<file path="config.mk">
export PLATFORM = sky130hd
export DESIGN_NAME = fps_panel_ctl
export DESIGN_NICKNAME = d
export VERILOG_FILES = /design/src/logic/fps_pkg.sv /design/src/logic/fps_lamp_timer.sv /design/src/logic/fps_panel_ctl.sv
export SDC_FILE = /design/constraint.sdc
export NUM_CORES = 1
export LEC_CHECK = 0
export BUFFER_PORTS_ARGS = -buffer_cell sky130_fd_sc_hd__buf_2
export CELL_PAD_IN_SITES_DETAIL_PLACEMENT = 0
export CELL_PAD_IN_SITES_GLOBAL_PLACEMENT = 1
export CORE_MARGIN = 4
export CORE_UTILIZATION = 40
export DETAILED_ROUTE_END_ITERATION = 8
export HOLD_SLACK_MARGIN = 0.03
export PLACE_DENSITY_LB_ADDON = 0.3
export RECOVER_POWER = 50
export SETUP_SLACK_MARGIN = 0.3
export SYNTH_ARGS = -nofsm -noshare
export SYNTH_HDL_FRONTEND = slang
export SYNTH_HIERARCHICAL = 1
export SYNTH_SLANG_ARGS = --single-unit
export TNS_END_PERCENT = 100
</file>
<file path="constraint.sdc">
create_clock -name clk_in -period 1.95 [get_ports clk_in]
set_input_delay 0.195 -clock clk_in [delete_from_list [all_inputs] [get_ports clk_in]]
set_output_delay 0.195 -clock clk_in [all_outputs]
set_load 0.02 [all_outputs]
</file>
<file path="src/logic/fps_pkg.sv">
// package: constants for the front panel status and indicator control block
package fps_pkg;
  // =====================================
  // clock and timing
  localparam int unsigned FPS_CLK_HZ = 20000000;
  localparam int unsigned FPS_LAMP_MS = 62;
  localparam int unsigned FPS_LAMP_CYCLES = (FPS_CLK_HZ / 1000) * FPS_LAMP_MS;
  // =====================================
  // address groups (high nibble of the peripheral address)
  localparam logic [3:0] FPS_STATUS_GROUP = 4'h0;
  localparam logic [3:0] FPS_CONTROL_GROUP = 4'h3;
  // =====================================
  // control register fields
  localparam int unsigned FPS_CTL_INTERROGATION_INDICATOR_BIT = 0;
  localparam int unsigned FPS_CTL_REPLY_BIT = 1;
  localparam int unsigned FPS_CTL_OSC_BIT = 2;
  localparam int unsigned FPS_CTL_DSPRST_BIT = 3;
  localparam logic [3:0] FPS_CTL_RESET = 4'h3;
  // =====================================
  // status buffer fields
  localparam int unsigned FPS_ST_INTERROGATION_INDICATOR_BIT = 0;
  localparam int unsigned FPS_ST_REPLY_BIT = 1;
  localparam int unsigned FPS_ST_EOC_BIT = 2;
  localparam int unsigned FPS_ST_DSPRDY_BIT = 3;
  localparam int unsigned FPS_ST_MONITOR_BIT = 4;
  localparam int unsigned FPS_ST_MAINS_BIT = 5;
  localparam int unsigned FPS_ST_BATT_BIT = 6;
  localparam int unsigned FPS_ST_OSC_BIT = 7;
endpackage

</file>
<file path="src/logic/fps_lamp_timer.sv">
// one retriggerable lamp one-shot timer
`timescale 1ns/1ps
module fps_lamp_timer
  import fps_pkg::*;
#(
  parameter int unsigned LAMP_CYCLES = FPS_LAMP_CYCLES
)
(
  // clock and reset
  input wire logic clk_in,
  input wire logic rst_in,
  // trigger and lamp
  input wire logic trigger_in,
  output logic lamp_on_out
);
  localparam int unsigned CW = $clog2(LAMP_CYCLES + 1);

  logic [CW-1:0] count_reg;

  // =====================================
  // counter: a new trigger reloads the full period
  always_ff @(posedge clk_in)
  begin
    if (rst_in)
      count_reg <= '0;
    else if (trigger_in)
      count_reg <= CW'(LAMP_CYCLES);
    else if (count_reg != '0)
      count_reg <= count_reg - 1'b1;
  end

  always_ff @(posedge clk_in)
  begin
    if (rst_in)
      lamp_on_out <= 1'b0;
    else
      lamp_on_out <= trigger_in || (count_reg > CW'(1));
  end
endmodule

</file>
<file path="src/logic/fps_panel_ctl.sv">
// front panel status buffer, indicator control register and shared memory access
`timescale 1ns/1ps
// Operation
// - status bit 4 reads 1 when the monitor jumper is absent
// - status bit 5 reads 0 with mains present, 1 when absent
// - status bit 6 reads 0 at low battery, 1 when charged
// - status bit 7 shows the oscillator shutdown output
// - control register selected by select 4 with address group 3
// - bits 0 and 1: write 0 arms, then 1 lights the indicator
// - control bit 2 drives the oscillator shutdown line
// - control bit 3 holds the signal processor board in reset
// - at reset bits 0 and 1 are 1, both indicators off
// - a rising indicator bit lights its lamp for about 62 ms
// - shared memory is reached only while memory select 0 is asserted
// - transceiver direction goes high during a shared memory access
// - read strobe low to read, write strobe low to write
// - status buffer read with select 0 and address group 0
// - status bits 0 and 1 show the present indicator outputs
module fps_panel_ctl
  import fps_pkg::*;
#(
  parameter int unsigned LAMP_CYCLES = FPS_LAMP_CYCLES
)
(
  // clock and reset
  input wire logic clk_in,
  input wire logic rst_in,
  // processor bus, selects active low
  input wire logic [7:0] addr_in,
  input wire logic [7:0] wdata_in,
  input wire logic rd_n_in,
  input wire logic wr_n_in,
  input wire logic periph_select_0_n_in,
  input wire logic periph_select_4_n_in,
  input wire logic memory_select_0_n_in,
  output logic [7:0] rdata_out,
  output logic rdata_oe_n_out,
  // monitored board signals
  input wire logic conv_done_in,
  input wire logic dsp_ready_in,
  input wire logic monitor_jumper_absent_in,
  input wire logic mains_absent_in,
  input wire logic battery_level_flag_in,
  // controlled outputs
  output logic interrogation_indicator_out,
  output logic reply_indicator_out,
  output logic osc_shutdown_ctl_out,
  output logic dsp_reset_out,
  // shared memory access
  output logic xcvr_dir_out,
  output logic mem_read_strobe_n_out,
  output logic mem_write_strobe_n_out
);
  logic [3:0] ctl_reg;
  logic [1:0] lamp_trig_reg;
  logic interrogation_indicator_lamp;
  logic reply_lamp;
  logic status_rd;
  logic control_wr;
  logic mem_sel;
  logic mem_rd;
  logic mem_wr;
  logic [7:0] status_word;

  // =====================================
  // decode helpers
  // one select, one address group and one strobe, all seen on the same edge
  function automatic logic periph_hit(
    input logic select_n,
    input logic [3:0] group,
    input logic [3:0] want,
    input logic strobe_n
  );
    periph_hit = !select_n && (group == want) && !strobe_n;
  endfunction

  // bits that go from 0 to 1 between the stored and the written value
  function automatic logic [1:0] rise_bits(
    input logic [1:0] old_bits,
    input logic [1:0] new_bits
  );
    rise_bits = new_bits & ~old_bits;
  endfunction

  // =====================================
  // address decode
  assign status_rd = periph_hit(periph_select_0_n_in, addr_in[7:4], FPS_STATUS_GROUP, rd_n_in);
  assign control_wr = periph_hit(periph_select_4_n_in, addr_in[7:4], FPS_CONTROL_GROUP, wr_n_in);
  assign mem_sel = !memory_select_0_n_in;
  // write gives way when both strobes are low, so the transceiver never fights a read
  assign mem_rd = mem_sel && !rd_n_in;
  assign mem_wr = mem_sel && !wr_n_in && rd_n_in;

  // =====================================
  // control register; upper data bits never stored
  // a strobe held over two edges stores the same value twice, harmless
  always_ff @(posedge clk_in)
  begin
    if (rst_in)
      ctl_reg <= FPS_CTL_RESET;
    else if (control_wr)
      ctl_reg <= wdata_in[3:0];
  end

  // =====================================
  // one-shot triggers
  // rising edge of a stored indicator bit fires its one-shot
  // a 1 written over a stored 1 is no edge, so a held strobe fires once
  always_ff @(posedge clk_in)
  begin
    if (rst_in)
      lamp_trig_reg <= 2'h0;
    else if (control_wr)
      lamp_trig_reg <= rise_bits(ctl_reg[1:0], wdata_in[1:0]);
    else
      lamp_trig_reg <= 2'h0;
  end

  // =====================================
  // one-shot timers, one per indicator so each keeps its own period
  fps_lamp_timer #(
    .LAMP_CYCLES(LAMP_CYCLES)
  ) u_interrogation_indicator_timer (
    .clk_in(clk_in),
    .rst_in(rst_in),
    .trigger_in(lamp_trig_reg[FPS_CTL_INTERROGATION_INDICATOR_BIT]),
    .lamp_on_out(interrogation_indicator_lamp)
  );

  fps_lamp_timer #(
    .LAMP_CYCLES(LAMP_CYCLES)
  ) u_reply_timer (
    .clk_in(clk_in),
    .rst_in(rst_in),
    .trigger_in(lamp_trig_reg[FPS_CTL_REPLY_BIT]),
    .lamp_on_out(reply_lamp)
  );

  // =====================================
  // controlled outputs
  // lamps pass one more flop so every output leaves a register
  always_ff @(posedge clk_in)
  begin
    if (rst_in)
    begin
      interrogation_indicator_out <= 1'b0;
      reply_indicator_out <= 1'b0;
    end
    else
    begin
      interrogation_indicator_out <= interrogation_indicator_lamp;
      reply_indicator_out <= reply_lamp;
    end
  end

  // oscillator and board reset follow the stored bits one clock later
  always_ff @(posedge clk_in)
  begin
    if (rst_in)
    begin
      osc_shutdown_ctl_out <= 1'b0;
      dsp_reset_out <= 1'b0;
    end
    else
    begin
      osc_shutdown_ctl_out <= ctl_reg[FPS_CTL_OSC_BIT];
      dsp_reset_out <= ctl_reg[FPS_CTL_DSPRST_BIT];
    end
  end

  // =====================================
  // status buffer
  always_comb
  begin
    status_word = 8'h00;
    // conversion and processor-ready bits pass straight through
    status_word[FPS_ST_INTERROGATION_INDICATOR_BIT] = interrogation_indicator_out;
    status_word[FPS_ST_REPLY_BIT] = reply_indicator_out;
    status_word[FPS_ST_EOC_BIT] = conv_done_in;
    status_word[FPS_ST_DSPRDY_BIT] = dsp_ready_in;
    status_word[FPS_ST_MONITOR_BIT] = monitor_jumper_absent_in;
    status_word[FPS_ST_MAINS_BIT] = mains_absent_in;
    status_word[FPS_ST_BATT_BIT] = battery_level_flag_in;
    status_word[FPS_ST_OSC_BIT] = osc_shutdown_ctl_out;
  end

  // data appears one clock after the read is seen
  always_ff @(posedge clk_in)
  begin
    if (rst_in)
    begin
      rdata_out <= 8'h00;
      rdata_oe_n_out <= 1'b1;
    end
    else
    begin
      rdata_out <= status_rd ? status_word : 8'h00;
      rdata_oe_n_out <= !status_rd;
    end
  end

  // =====================================
  // shared memory strobes, only inside a memory select cycle
  // registered, so the strobes trail the processor strobes by one clock
  always_ff @(posedge clk_in)
  begin
    if (rst_in)
    begin
      xcvr_dir_out <= 1'b0;
      mem_read_strobe_n_out <= 1'b1;
      mem_write_strobe_n_out <= 1'b1;
    end
    else
    begin
      xcvr_dir_out <= mem_rd || mem_wr;
      mem_read_strobe_n_out <= !mem_rd;
      mem_write_strobe_n_out <= !mem_wr;
    end
  end
endmodule

</file>
Word-level counts from Yosys, hierarchy flattened
Index checks and enable logic that the tools add are counted.

Flip-flop bits (word level): 66.

Reduce and logical (&&, ||, !) cells: 27. Add/subtract/negate cells: 2. Muxes and demuxes: 4. Eq/ne operators: 1. Bitwise logic cells: 4. $lt $le $gt $ge: 2.

Operator list (count): $mux W21 (4); $gt A21 B1 Y1 const B (2); $reduce_bool A21 Y1 (2); $sub A21 B1 Y21 const B (2); $logic_not A1 Y1 (8); $reduce_or A2 Y1 (4); $logic_and A1 B1 Y1 (7); $eq A4 B2 Y1 const B (1); $logic_not A4 Y1 (1); $reduce_bool A2 Y1 (2); $logic_or A1 B1 Y1 (3); $and A2 B2 Y2 (1); $not A1 Y1 (2); $not A2 Y2 (1).

Longest topological paths before layout
Gate-level depths: netlist (run 1).

Word-level depth: 5. Mapped depth: 7.

Hierarchy
Netlist (run 1), hierarchy kept.

Modules (own cells, without submodules): fps_lamp_timer (area each 1280.0 sq um, sequential area each 440.4 sq um, cells each 152, instances 2); fps_panel_ctl (area each 693.2 sq um, sequential area each 440.4 sq um, cells each 57, instances 1).

Least setup slack after synthesis (run 1)
OpenSTA, ideal clock, no wires.

Path type: register to register. Start point: register u_interrogation_indicator_timer.count_reg[0]. End point: register u_interrogation_indicator_timer.count_reg[16]. Slack: 0.204 ns. Setup time: 0.135 ns. Required time: 1.815 ns. Stages on the path, launching flop included: 8. Data arrival time: 1.611 ns. Cell sequence: dfxtp_1 -> inv_1 -> ha_1 -> clkbuf_1 -> nor4b_1 -> nand4_1 -> o311ai_0 -> o41ai_1.

Word-level cells in the longest chain between the ends: 1. Elaborated cells between the ends (all ways): 2. Classes of those cells: add/sub: 1; reduce/logical: 1.

RTL lines: from (decl) (line fps_lamp_timer.sv:18) `logic [CW-1:0] count_reg;`; from (signal assigned) (line fps_lamp_timer.sv:27) `count_reg <= CW'(LAMP_CYCLES);`; from (signal assigned) (line fps_lamp_timer.sv:29) `count_reg <= count_reg - 1'b1;`; $sub A21 B1 Y21 / $reduce_bool A21 Y1 (equally long branches) (line fps_lamp_timer.sv:29, fps_lamp_timer.sv:28).

Several ways; a longest one is shown, not always the timed one. A chain may end at the register's enable or synchronous reset.

Worst setup path in the final report (run 1)
Start point: register u_interrogation_indicator_timer.count_reg[19]. End point: register u_interrogation_indicator_timer.count_reg[10].

Word-level cells in the longest chain between the ends: 1.

RTL lines: $reduce_bool A21 Y1 (line fps_lamp_timer.sv:28) `else if (count_reg != '0)`.

No other way between the ends.

==> results of run 1 <==
stage by stage:
stage	cell area, µm²	cells	hold WS [ns]	util, %	setup WS (ns)
global placement	3780	519	0.399	48.4	0.185
global route	4390	547	0.0405	56.2	0.155
detailed placement	3780	519	0.398	48.4	0.126
CTS	4150	539	0.0328	53.1	0.220
finish	4390	547	0.0571	56.2	0.224
floorplan	3290	361	0.278	-	0.278
cell type report:
class | instances | share of cell area, %
Timing Repair Buffer | 78 | 10.9
Tap cell | 102 | 2.91
Sequential cell | 66 | 30.6
Clock buffer | 10 | 2.91
Inverter | 15 | 1.40
Multi-Input combinational cell | 270 | 48.1
Clock inverter | 6 | 3.14
how the worst max path moves through the flow:
stage	to	start	slack, ns	cells after the start
finish	u_interrogation_indicator_timer/count_reg[10]$_SDFFE_PP0P_	u_interrogation_indicator_timer/count_reg[19]$_SDFFE_PP0P_	0.22	5
detailed placement	u_interrogation_indicator_timer/count_reg[10]$_SDFFE_PP0P_	u_interrogation_indicator_timer/count_reg[0]$_SDFFE_PP0P_	0.13	7
global route	u_interrogation_indicator_timer/count_reg[11]$_SDFFE_PP0P_	u_interrogation_indicator_timer/count_reg[19]$_SDFFE_PP0P_	0.16	5
floorplan	u_interrogation_indicator_timer/count_reg[10]$_SDFFE_PP0P_	u_interrogation_indicator_timer/count_reg[18]$_SDFFE_PP0P_	0.28	4
global placement	u_interrogation_indicator_timer/count_reg[10]$_SDFFE_PP0P_	u_interrogation_indicator_timer/count_reg[0]$_SDFFE_PP0P_	0.18	7
CTS	u_interrogation_indicator_timer/count_reg[10]$_SDFFE_PP0P_	u_interrogation_indicator_timer/count_reg[1]$_SDFFE_PP0P_	0.22	7
critical path: stages, from the launching register on:
cell	delay, ns
sky130_fd_sc_hd__dfxtp_4	0.36
sky130_fd_sc_hd__or4_4	0.56
sky130_fd_sc_hd__nor4_4	0.31
sky130_fd_sc_hd__buf_6	0.18
sky130_fd_sc_hd__a2111oi_4	0.07
sky130_fd_sc_hd__mux2i_1	0.12
synth_stat cells, drive strengths merged, types with 10 or more instances:
library cell   n
a21oi         12
a31oi         14
dfxtp         66
inv           15
mux2i         14
nand2         24
nor2          26
nor2b         10
nor3          21
nor4          18
o21ai         12
or3           23
cells by family after synthesis:
kind of cell,after synthesis,synth area share [%]
AND/OR/NAND/NOR,172,32.2
AO/OA/AOI/OAI,76,16.7
flip-flops,66,40.6
buffers and inverters,25,3.00
multiplexers,16,5.23
adder cells (fa/ha/maj),6,2.31
power breakdown:
part	internal [mW]	switching, mW
sequential	1.75	0.431
combinational	2.58	2.96
clock	0.986	0.544
routing by layer:
layer,vias to the layer above,global-route usage (%)
met2,77,28.0
met1,1502,25.0
met3,12,4.43
met5,-,0
met4,0,5.57
li1,1539,-
repair_timing:
| item | in CTS | in global routing |
|---|---|---|
| resized for setup | 19 | 57 |
| pin swaps | 5 | 21 |
| hold buffers | 1 | 0 |
| endpoints found under the setup margin | 22 | 41 |
| endpoints found under the hold margin | 1 | 0 |
| gates cloned | 0 | 1 |
| buffers inserted | 3 | 7 |
==> Implementation_results.wiki, run 1 <==
{| class="wikitable"
! Metric !! Value
|-
| Pwr dens || 2110 nW/µm²
|-
| Post-synth design cell area || 3250 µm²
|-
| Flop and latch count out of synthesis || 66
|-
| First-pass GRT wire length || 14500 µm
|-
| Clk Tree Root Cell || sky130_fd_sc_hd__clkbuf_8
|-
| Number of endpoints failing setup at the final stage || 0
|-
| TritonRoute pass-1 iters || 4
|-
| Total number of vias || 3130
|-
| Worst-case clock skew || 0.00822 ns
|-
| Clock transition at the registers of the reported paths || 0.07 ns
|-
| Hold Path Cell Cnt || 2
|-
| Routability Congestion || 0.822
|-
| DRT met1 WL || 4150 µm
|-
| Post-detailed-route wirelength per cell || 16.3 µm
|-
| Core Box Area || 7810 µm²
|-
| Capture instance of the worst register-to-register path || u_interrogation_indicator_timer/count_reg[10]$_SDFFE_PP0P_
|-
| Power, Total || 9.24 mW
|-
| Register area || 1350 µm²
|-
| Number of pins exceeding their max-slew limit in the final report || 0
|-
| Routed WL || 8900 µm
|-
| Clock sink count || 66
|-
| Number of failing hold endpoints at the final stage || 0
|-
| Critical Path Start Type || flop
|-
| Setup Total Neg Slack || 0 ns
|-
| Area of the multi-input gates || 2110 µm²
|-
| Leading cell type in the layout, fill and taps excluded || sky130_fd_sc_hd__dfxtp_1
|-
| Vias in the first global route || 2966
|-
| Leading cell types by total area after synthesis || sky130_fd_sc_hd__dfxtp_1 41%, sky130_fd_sc_hd__mux2i_1 4.3%, sky130_fd_sc_hd__or3_1 4.0%, sky130_fd_sc_hd__nor2_1 3.0%, sky130_fd_sc_hd__nor3_1 2.8%
|-
| Chip Width || 98.2 µm
|-
| Share of flip-flops with an asynchronous set or reset || 0%
|-
| IO Pins || 44
|-
| Full die area || 9640 µm²
|-
| Number of different library cells in the post-synthesis netlist || 44
|-
| Post-Syn Area per Cell || 9.01 µm²
|-
| Filler Cell Count || 722
|-
| Hold Startpoint || battery_level_flag_in
|-
| Critical path required time || 2.18 ns
|-
| Max Cap Violations || 0
|-
| Transition time of the tightest slew-check pin || 0.936 ns
|-
| Overall routing resource usage || 18.1%
|-
| Number of enable-type register cells in the synthesized netlist || 0
|-
| Clock tree from TritonCTS || yes
|-
| Post-layout nets || 474
|-
| Commonest cells after routing, fill and taps aside || 53 x sky130_fd_sc_hd__dfxtp_1, 36 x sky130_fd_sc_hd__buf_4, 26 x sky130_fd_sc_hd__nor2_1, 24 x sky130_fd_sc_hd__nand2_1, 20 x sky130_fd_sc_hd__clkbuf_1
|-
| Metal3 WL || 470 µm
|-
| First DRT Iteration DRCs || 135
|-
| Seq/Total Area, Yosys || 40.6%
|-
| Remaining antenna violation count || 0
|-
| Endpoint of the worst hold path || rdata_out[6]$_SDFF_PP0_
|-
| Number of I/O port buffers || 35
|-
| Max Fanout on Critical Path || 7
|-
| Clock latency on the worst-skew pair || 0.34 ns
|-
| Most used flip-flop cell after synthesis || sky130_fd_sc_hd__dfxtp_1
|-
| Highest routing layer actually used || met4
|-
| CTS max path bufs || 2
|-
| DRC violations left || 0
|-
| Detailed-route vias per instance || 5.72
|-
| Arrival time at the worst endpoint || 1.95 ns
|-
| Number of warning messages in the yosys log || 6
|-
| Maximum number of pins on one net before global-route repair || 20
|-
| Area growth from synthesis to layout || 34.9%
|-
| Portion of the clock cycle consumed by the worst path in the final layout || 88.5%
|-
| CTS H-Tree Depth || 3
|-
| Worst setup EP type || flop
|-
| Ratio of cells with drive above 1 in the final layout || 32.8%
|-
| TritonCTS buffer count || 9
|-
| Detailed route wirelength on metal2 || 4160 µm
|-
| Launch instance of the worst register-to-register path || u_interrogation_indicator_timer/count_reg[19]$_SDFFE_PP0P_
|-
| Grt ovf || 0
|-
| Final Critical Period || 1.73 ns
|-
| Antenna diode count || 0
|-
| Total leakage power || 1.66 nW
|-
| Depth of the worst register-to-register path || 5
|-
| Number of nets produced by synthesis || 395
|-
| Max rail drop VDD || 846 µV
|-
| Cells after synthesis || 361
|-
| Worst slew slack as a fraction of its limit || 37.6%
|-
| Status || finished, final reports clean
|-
| Critical path start-end classification || flop to flop
|-
| Initial cell density of the core || 41.7%
|-
| Die H || 98.2 µm
|-
| RSZ-0062 raised after global routing || yes
|-
| FF-to-FF setup slack || 0.22 ns
|-
| Detailed Place HPWL || 5930 µm
|-
| Worst hold path class || input pin to flop
|-
| Highest attainable clock frequency || 0.579 GHz
|-
| Library cell occupying the most area in the post-synthesis netlist || sky130_fd_sc_hd__dfxtp_1
|-
| Number of placement rows || 32
|-
| Yosys top cell area share || 40.6%
|-
| Number of antenna violations at the first check in global routing || 0
|}
(Power assumes the default switching activity.)
==> inputs of run 2 (changes only) <==
- ABC_AREA: not set -> 1
==> run 2 against run 1 <==
Against the previous run:
- non-clock buffer count decreased by 42
- clock power is 20% lower
- wire length down 17%
- combinational power decreased by 13%
- hold slack worse by 0.0051 ns
- total power decreased by 10%
==> Implementation_results.wiki, run 2 <==
{| class="wikitable"
! Metric !! Value
|-
| Top cells by count, synth || 74 x sky130_fd_sc_hd__nor2_1, 67 x sky130_fd_sc_hd__nand2_1, 66 x sky130_fd_sc_hd__dfxtp_1
|-
| Area of the multi-input gates || 1850 µm²
|-
| Clock sink count || 66
|-
| Most frequently used cell type in the post-synthesis netlist || sky130_fd_sc_hd__nor2_1
|-
| Number of enable-type register cells in the synthesized netlist || 0
|-
| Adder-cell area share of the yosys netlist || 2.20%
|-
| Core Box Area || 8260 µm²
|-
| Initial cell density of the core || 41.4%
|-
| Post-layout instance area || 3870 µm²
|-
| Clock latency on the worst-skew pair || 0.35 ns
|-
| Final Critical Period || 1.64 ns
|-
| Number of I/O port buffers || 35
|-
| Number of different library cells in the post-synthesis netlist || 33
|-
| Number of endpoints failing setup at the final stage || 0
|-
| Worst-case clock skew || 0.0117 ns
|-
| Arrival time at the worst endpoint || 1.87 ns
|-
| Post-synth design cell area || 3420 µm²
|-
| Seq/Total Area, Yosys || 38.7%
|-
| DRC violations left || 0
|-
| Dpl cell area || 3680 µm²
|-
| First-pass GRT wire length || 12600 µm
|-
| Clock tree from TritonCTS || yes
|-
| Commonest cells after routing, fill and taps aside || 72 x sky130_fd_sc_hd__nor2_1, 67 x sky130_fd_sc_hd__nand2_1, 66 x sky130_fd_sc_hd__dfxtp_1, 54 x sky130_fd_sc_hd__inv_1, 38 x sky130_fd_sc_hd__nand3_1
|-
| Routability Congestion || 0.864
|-
| Power, Total || 8.28 mW
|-
| Worst hold path class || input pin to flop
|-
| Number of warning messages in the yosys log || 6
|-
| TritonCTS buffer count || 9
|-
| Post-Synth XOR/XNOR Area || 3.52%
|-
| CTS H-Tree Depth || 3
|-
| Total number of vias || 2949
|-
| Pre-CTS WS || 0.361 ns
|-
| Simple-gate share of the synthesized area || 40.2%
|-
| Critical Path Start Type || flop
|-
| Cells after synthesis || 452
|-
| Largest family of logic cells by synthesized area || simple AND/OR/NAND/NOR gates
|-
| TritonRoute pass-1 iters || 8
|-
| Worst setup EP type || flop
|-
| Detailed-route vias per instance || 4.91
|-
| RSZ-0062 raised after global routing || no
|-
| Max Cap Violations || 0
|-
| Number of placement rows || 33
|-
| Post-Syn Area per Cell || 7.56 µm²
|-
| Post-detailed-route wirelength per cell || 12.4 µm
|-
| Fin Hold WS || 0.0521 ns
|-
| Area growth from synthesis to layout || 13.4%
|-
| Number of pins exceeding their max-slew limit in the final report || 0
|-
| CTS max path bufs || 2
|-
| Highest attainable clock frequency || 0.610 GHz
|-
| Setup WS post-layout || 0.311 ns
|-
| Filler Cell Count || 890
|-
| Clock transition at the registers of the reported paths || 0.08 ns
|-
| Status || finished, final reports clean
|-
| Portion of the clock cycle consumed by the worst path in the final layout || 84.0%
|-
| Max rail drop VDD || 900 µV
|-
| Library cell occupying the most area in the post-synthesis netlist || sky130_fd_sc_hd__dfxtp_1
|-
| Overall routing resource usage || 15.6%
|-
| Post-layout nets || 525
|-
| First DRT Iteration DRCs || 112
|-
| Number of failing hold endpoints at the final stage || 0
|-
| Leading cell types by total area after synthesis || sky130_fd_sc_hd__dfxtp_1 39%, sky130_fd_sc_hd__nor2_1 8.1%, sky130_fd_sc_hd__nand2_1 7.4%, sky130_fd_sc_hd__inv_1 5.9%, sky130_fd_sc_hd__nand3_1 5.6%
|-
| Share of flip-flops with an asynchronous set or reset || 0%
|-
| Mux cell area share after synthesis || 0%
|-
| Critical path start-end classification || flop to flop
|-
| Yosys top cell area share || 38.7%
|-
| Compound-cell area share of the yosys netlist || 7.98%
|-
| Ratio of cells with drive above 1 in the final layout || 20.0%
|-
| Number of nets produced by synthesis || 486
|-
| Critical path required time || 2.19 ns
|-
| Maximum number of pins on one net before global-route repair || 18
|-
| Chip Width || 100 µm
|-
| IO Pins || 44
|-
| Detailed Place HPWL || 5520 µm
|-
| Grt ovf || 0
|-
| Total leakage power || 1.76 nW
|-
| Transition time of the tightest slew-check pin || 0.828 ns
|-
| Die H || 100 µm
|-
| Clk Tree Root Cell || sky130_fd_sc_hd__clkbuf_8
|-
| Full die area || 10100 µm²
|-
| Flop and latch count out of synthesis || 66
|-
| Vias in the first global route || 2805
|-
| Antenna diode count || 0
|-
| Max Fanout on Critical Path || 11
|-
| Leading cell type in the layout, fill and taps excluded || sky130_fd_sc_hd__nor2_1
|-
| Remaining antenna violation count || 0
|-
| Routed WL || 7430 µm
|-
| Worst slew slack as a fraction of its limit || 44.8%
|-
| Setup Total Neg Slack || 0 ns
|-
| Register area || 1320 µm²
|-
| Pwr dens || 2140 nW/µm²
|-
| Most used flip-flop cell after synthesis || sky130_fd_sc_hd__dfxtp_1
|-
| Number of antenna violations at the first check in global routing || 0
|}
## run 2: path summary, 6_finish.rpt
check                           cells after the start                                 endpoint  slack [ns]                                                    from
worst min register to register                      2   interrogation_indicator_out$_SDFF_PP0_        0.41  u_interrogation_indicator_timer/lamp_on_out$_SDFF_PP0_
worst max-delay path                                7  u_reply_timer/count_reg[3]$_SDFFE_PP0P_        0.31                 u_reply_timer/count_reg[6]$_SDFFE_PP0P_
worst min-delay path                                3                  rdata_out[4]$_SDFF_PP0_        0.05                                monitor_jumper_absent_in
worst max register to register                      7  u_reply_timer/count_reg[3]$_SDFFE_PP0P_        0.31                 u_reply_timer/count_reg[6]$_SDFFE_PP0P_
## run 2: per-layer routing
layer	vias to the layer above	track usage, %	share of wire, %
met5	-	0	0
met4	0	6.84	1.8
met3	14	3.82	4.3
met2	51	24.8	46
met1	1347	20.0	48
li1	1537	-	-
## run 2: logic make-up after synthesis
logic type | Yosys count
buf+inv | 63
compound gates | 50
fa+ha+maj | 6
xor+xnor | 12
flops | 66
simple gates | 255
## run 2: worst max-delay path, cell delays in order, from the launching register on
cell and delay (ns):
sky130_fd_sc_hd__dfxtp_1 0.35, sky130_fd_sc_hd__nor2_2 0.23, sky130_fd_sc_hd__nand2_4 0.11, sky130_fd_sc_hd__nor2_1 0.29, sky130_fd_sc_hd__nand3_4 0.24, sky130_fd_sc_hd__nand2_1 0.13, sky130_fd_sc_hd__xor2_1 0.14, sky130_fd_sc_hd__nor2_1 0.05
## run 2: where the power goes
group	switching (mW)	total, mW	internal (mW)
registers	0.462	2.25	1.79
logic	3.10	4.81	1.71
clock network	0.605	1.22	0.615
## run 2: final cells by class
class | instances | share of cell area (%)
inverters | 55 | 5.33
repair buffers | 36 | 4.07
clock inverters | 7 | 2.16
well taps | 105 | 3.39
multi-input cells | 323 | 47.8
flip-flops and latches | 66 | 34.1
clock buffers | 9 | 3.20
## run 2: repair_timing
action                                  CTS  global route
buffers inserted                          0             0
endpoints found under the setup margin    0            25
hold buffers                              0             0
resized for setup                         0            10
## run 2: per-stage QoR
| stage | util (%) | instances |
|---|---|---|
| after floorplan | - | 452 |
| after global placement | 44.6 | 585 |
| after detailed placement | 44.6 | 585 |
| after CTS | 47.1 | 601 |
| after global routing | 46.9 | 601 |
| final | 46.9 | 601 |
==> inputs of run 3 (changes only) <==
- CORE_UTILIZATION: 40 -> 38
- clock period: 1.95 -> 1.31 ns (I/O delays scaled with it)
==> run 3 against run 2 <==
Against the previous run:
- the flow now finishes with violations (setup timing)
- critical path depth increased by 1
- clock skew is 0.0039 ns lower
- die area grew 4.8%
- cell area is 34% higher
- non-clock buffer count grew 97
- critical path type unchanged
==> Implementation_results.wiki, run 3 (same netlist as run 2, synthesis figures left out) <==
{| class="wikitable"
! Metric !! Value
|-
| Status || finished, violations left
|-
| Violations in the final reports || setup timing
|-
| Antenna diode count || 0
|-
| Maximum number of pins on one net before global-route repair || 21
|-
| Fin Hold WS || 0.0711 ns
|-
| CTS max path bufs || 2
|-
| Worst setup EP type || flop
|-
| Met2 track demand over resource in global routing || 29.9%
|-
| Die H || 103 µm
|-
| CTS H-Tree Depth || 3
|-
| Clock transition at the registers of the reported paths || 0.08 ns
|-
| Slowest stage cell, crit path || sky130_fd_sc_hd__dfxtp_2
|-
| Detailed-route vias per instance || 4.85
|-
| Number of pins exceeding their max-slew limit in the final report || 0
|-
| Transition time of the tightest slew-check pin || 0.392 ns
|-
| Setup WS post-layout || -0.0832 ns
|-
| GRT busiest layer || met2
|-
| Worst slew slack as a fraction of its limit || 73.8%
|-
| Routability Congestion || 0.819
|-
| Area growth from synthesis to layout || 52.1%
|-
| Post-layout nets || 624
|-
| Ratio of cells with drive above 1 in the final layout || 52.1%
|-
| Routed WL || 9060 µm
|-
| TritonCTS buffer count || 9
|-
| Worst-case clock skew || 0.00784 ns
|-
| Max Cap Violations || 0
|-
| Critical Path Start Type || flop
|-
| Worst path top cell family by delay || simple AND/OR/NAND/NOR gates
|-
| Number of failing hold endpoints at the final stage || 0
|-
| Number of endpoints failing setup at the final stage || 20
|-
| DRC violations left || 0
|-
| Bufs and invs on worst path || 2
|-
| Register area || 1370 µm²
|-
| Worst hold path class || input pin to flop
|-
| Portion of the clock cycle consumed by the worst path in the final layout || 106%
|-
| Full die area || 10600 µm²
|-
| Core Box Area || 8720 µm²
|-
| Filler Cell Count || 779
|-
| Arrival time at the worst endpoint || 1.64 ns
|-
| GR Layer Usage met3 || 5.48%
|-
| TritonRoute pass-1 iters || 4
|-
| Clk Tree Root Cell || sky130_fd_sc_hd__clkbuf_8
|-
| Max Fanout on Critical Path || 6
|-
| Critical path required time || 1.55 ns
|-
| First DRT Iteration DRCs || 119
|-
| Detailed Place HPWL || 6070 µm
|-
| Leading cell type in the layout, fill and taps excluded || sky130_fd_sc_hd__buf_4
|-
| Total number of vias || 3411
|-
| Initial cell density of the core || 39.2%
|-
| Worst-path cell chain || inv_4 -> ha_4 -> nand2_4 -> nor2_4 -> nand3_4 -> buf_4 -> o21ai_1 -> a21oi_1
|-
| Commonest cells after routing, fill and taps aside || 82 x sky130_fd_sc_hd__buf_4, 51 x sky130_fd_sc_hd__nand2_1, 49 x sky130_fd_sc_hd__nor2_1, 48 x sky130_fd_sc_hd__inv_1, 37 x sky130_fd_sc_hd__dfxtp_1
|-
| Clock latency on the worst-skew pair || 0.35 ns
|-
| Chip Width || 103 µm
|-
| Number of antenna violations at the first check in global routing || 0
|-
| Clock sink count || 66
|-
| Clock tree from TritonCTS || yes
|-
| Critical path start-end classification || flop to flop
|-
| Vias in the first global route || 3251
|-
| Post-detailed-route wirelength per cell || 12.9 µm
|-
| Overall routing resource usage || 17.8%
|-
| Number of placement rows || 34
|-
| Number of I/O port buffers || 35
|-
| RSZ-0062 raised after global routing || yes
|-
| Worst stage delay on the critical path || 0.34 ns
|-
| Highest attainable clock frequency || 0.718 GHz
|-
| IO Pins || 44
|-
| First-pass GRT wire length || 14800 µm
|-
| Area of the multi-input gates || 2290 µm²
|-
| Met1 usage in global routing || 22.0%
|-
| Final Critical Period || 1.39 ns
|-
| Remaining antenna violation count || 0
|-
| Grt ovf || 0
|}
==> run 3: worst reg2reg max path, cell delays in order (launching register included) <==
cell and delay, ns:
sky130_fd_sc_hd__dfxtp_2 0.34, sky130_fd_sc_hd__inv_4 0.10, sky130_fd_sc_hd__ha_4 0.14, sky130_fd_sc_hd__nand2_4 0.05, sky130_fd_sc_hd__nor2_4 0.17, sky130_fd_sc_hd__nand3_4 0.15, sky130_fd_sc_hd__buf_4 0.17, sky130_fd_sc_hd__o21ai_1 0.11
sky130_fd_sc_hd__a21oi_1 0.05
==> run 3: layout make-up <==
| cell class | count | share of cell area (%) |
|---|---|---|
| Clock buffer | 9 | 2.38 |
| Clock inverter | 7 | 1.13 |
| Inverter | 55 | 4.16 |
| Multi-Input combinational cell | 325 | 44.1 |
| Sequential cell | 66 | 26.4 |
| Tap cell | 108 | 2.60 |
| Timing Repair Buffer | 133 | 19.2 |
==> run 3: per-layer routing <==
metal | share of wire [%] | vias to the layer above | wire, µm
li1 | - | 1733 | -
met4 | 1.4 | 0 | 130
met2 | 52 | 42 | 4750
met1 | 43 | 1624 | 3860
met5 | 0 | - | 0
met3 | 3.4 | 12 | 311
==> run 3: repair_timing <==
item | in CTS | in global routing
endpoints found under the setup margin | 44 | 55
gates cloned | 2 | 0
buffers inserted | 11 | 8
gates resized for setup | 53 | 80
hold endpoints to repair | 11 | 0
hold buffers | 11 | 0
pin swaps | 32 | 37
==> run 3: final timing paths <==
kind,startpoint,endpoint,slack (ns),cells past startpoint
setup / recovery,u_interrogation_indicator_timer/count_reg[0]$_SDFFE_PP0P_,u_interrogation_indicator_timer/count_reg[1]$_SDFFE_PP0P_,-0.08,8
hold / removal,wdata_in[0],lamp_trig_reg[0]$_SDFF_PP0_,0.07,3
setup reg to reg,u_interrogation_indicator_timer/count_reg[0]$_SDFFE_PP0P_,u_interrogation_indicator_timer/count_reg[1]$_SDFFE_PP0P_,-0.08,8
hold reg to reg,u_reply_timer/lamp_on_out$_SDFF_PP0_,reply_indicator_out$_SDFF_PP0_,0.42,2
==> run 3: metrics by stage <==
step | TNS [ns] | std cells | util (%) | setup slack [ns] | cell area (µm²)
after floorplan | 0 | 452 | - | 0.0900 | 3570
after global placement | -0.292 | 655 | 49.8 | -0.0570 | 4340
after detailed placement | -0.354 | 655 | 49.8 | -0.0601 | 4340
after CTS | -0.147 | 695 | 56.0 | -0.0181 | 4880
after global routing | -3.50 | 703 | 59.6 | -0.149 | 5200
final | -0.416 | 703 | 59.6 | -0.0832 | 5200
Power of run 3 is left out: the tool's default activity adds up to more than one toggle a clock period on the data nets, which glitch-free logic cannot reach.
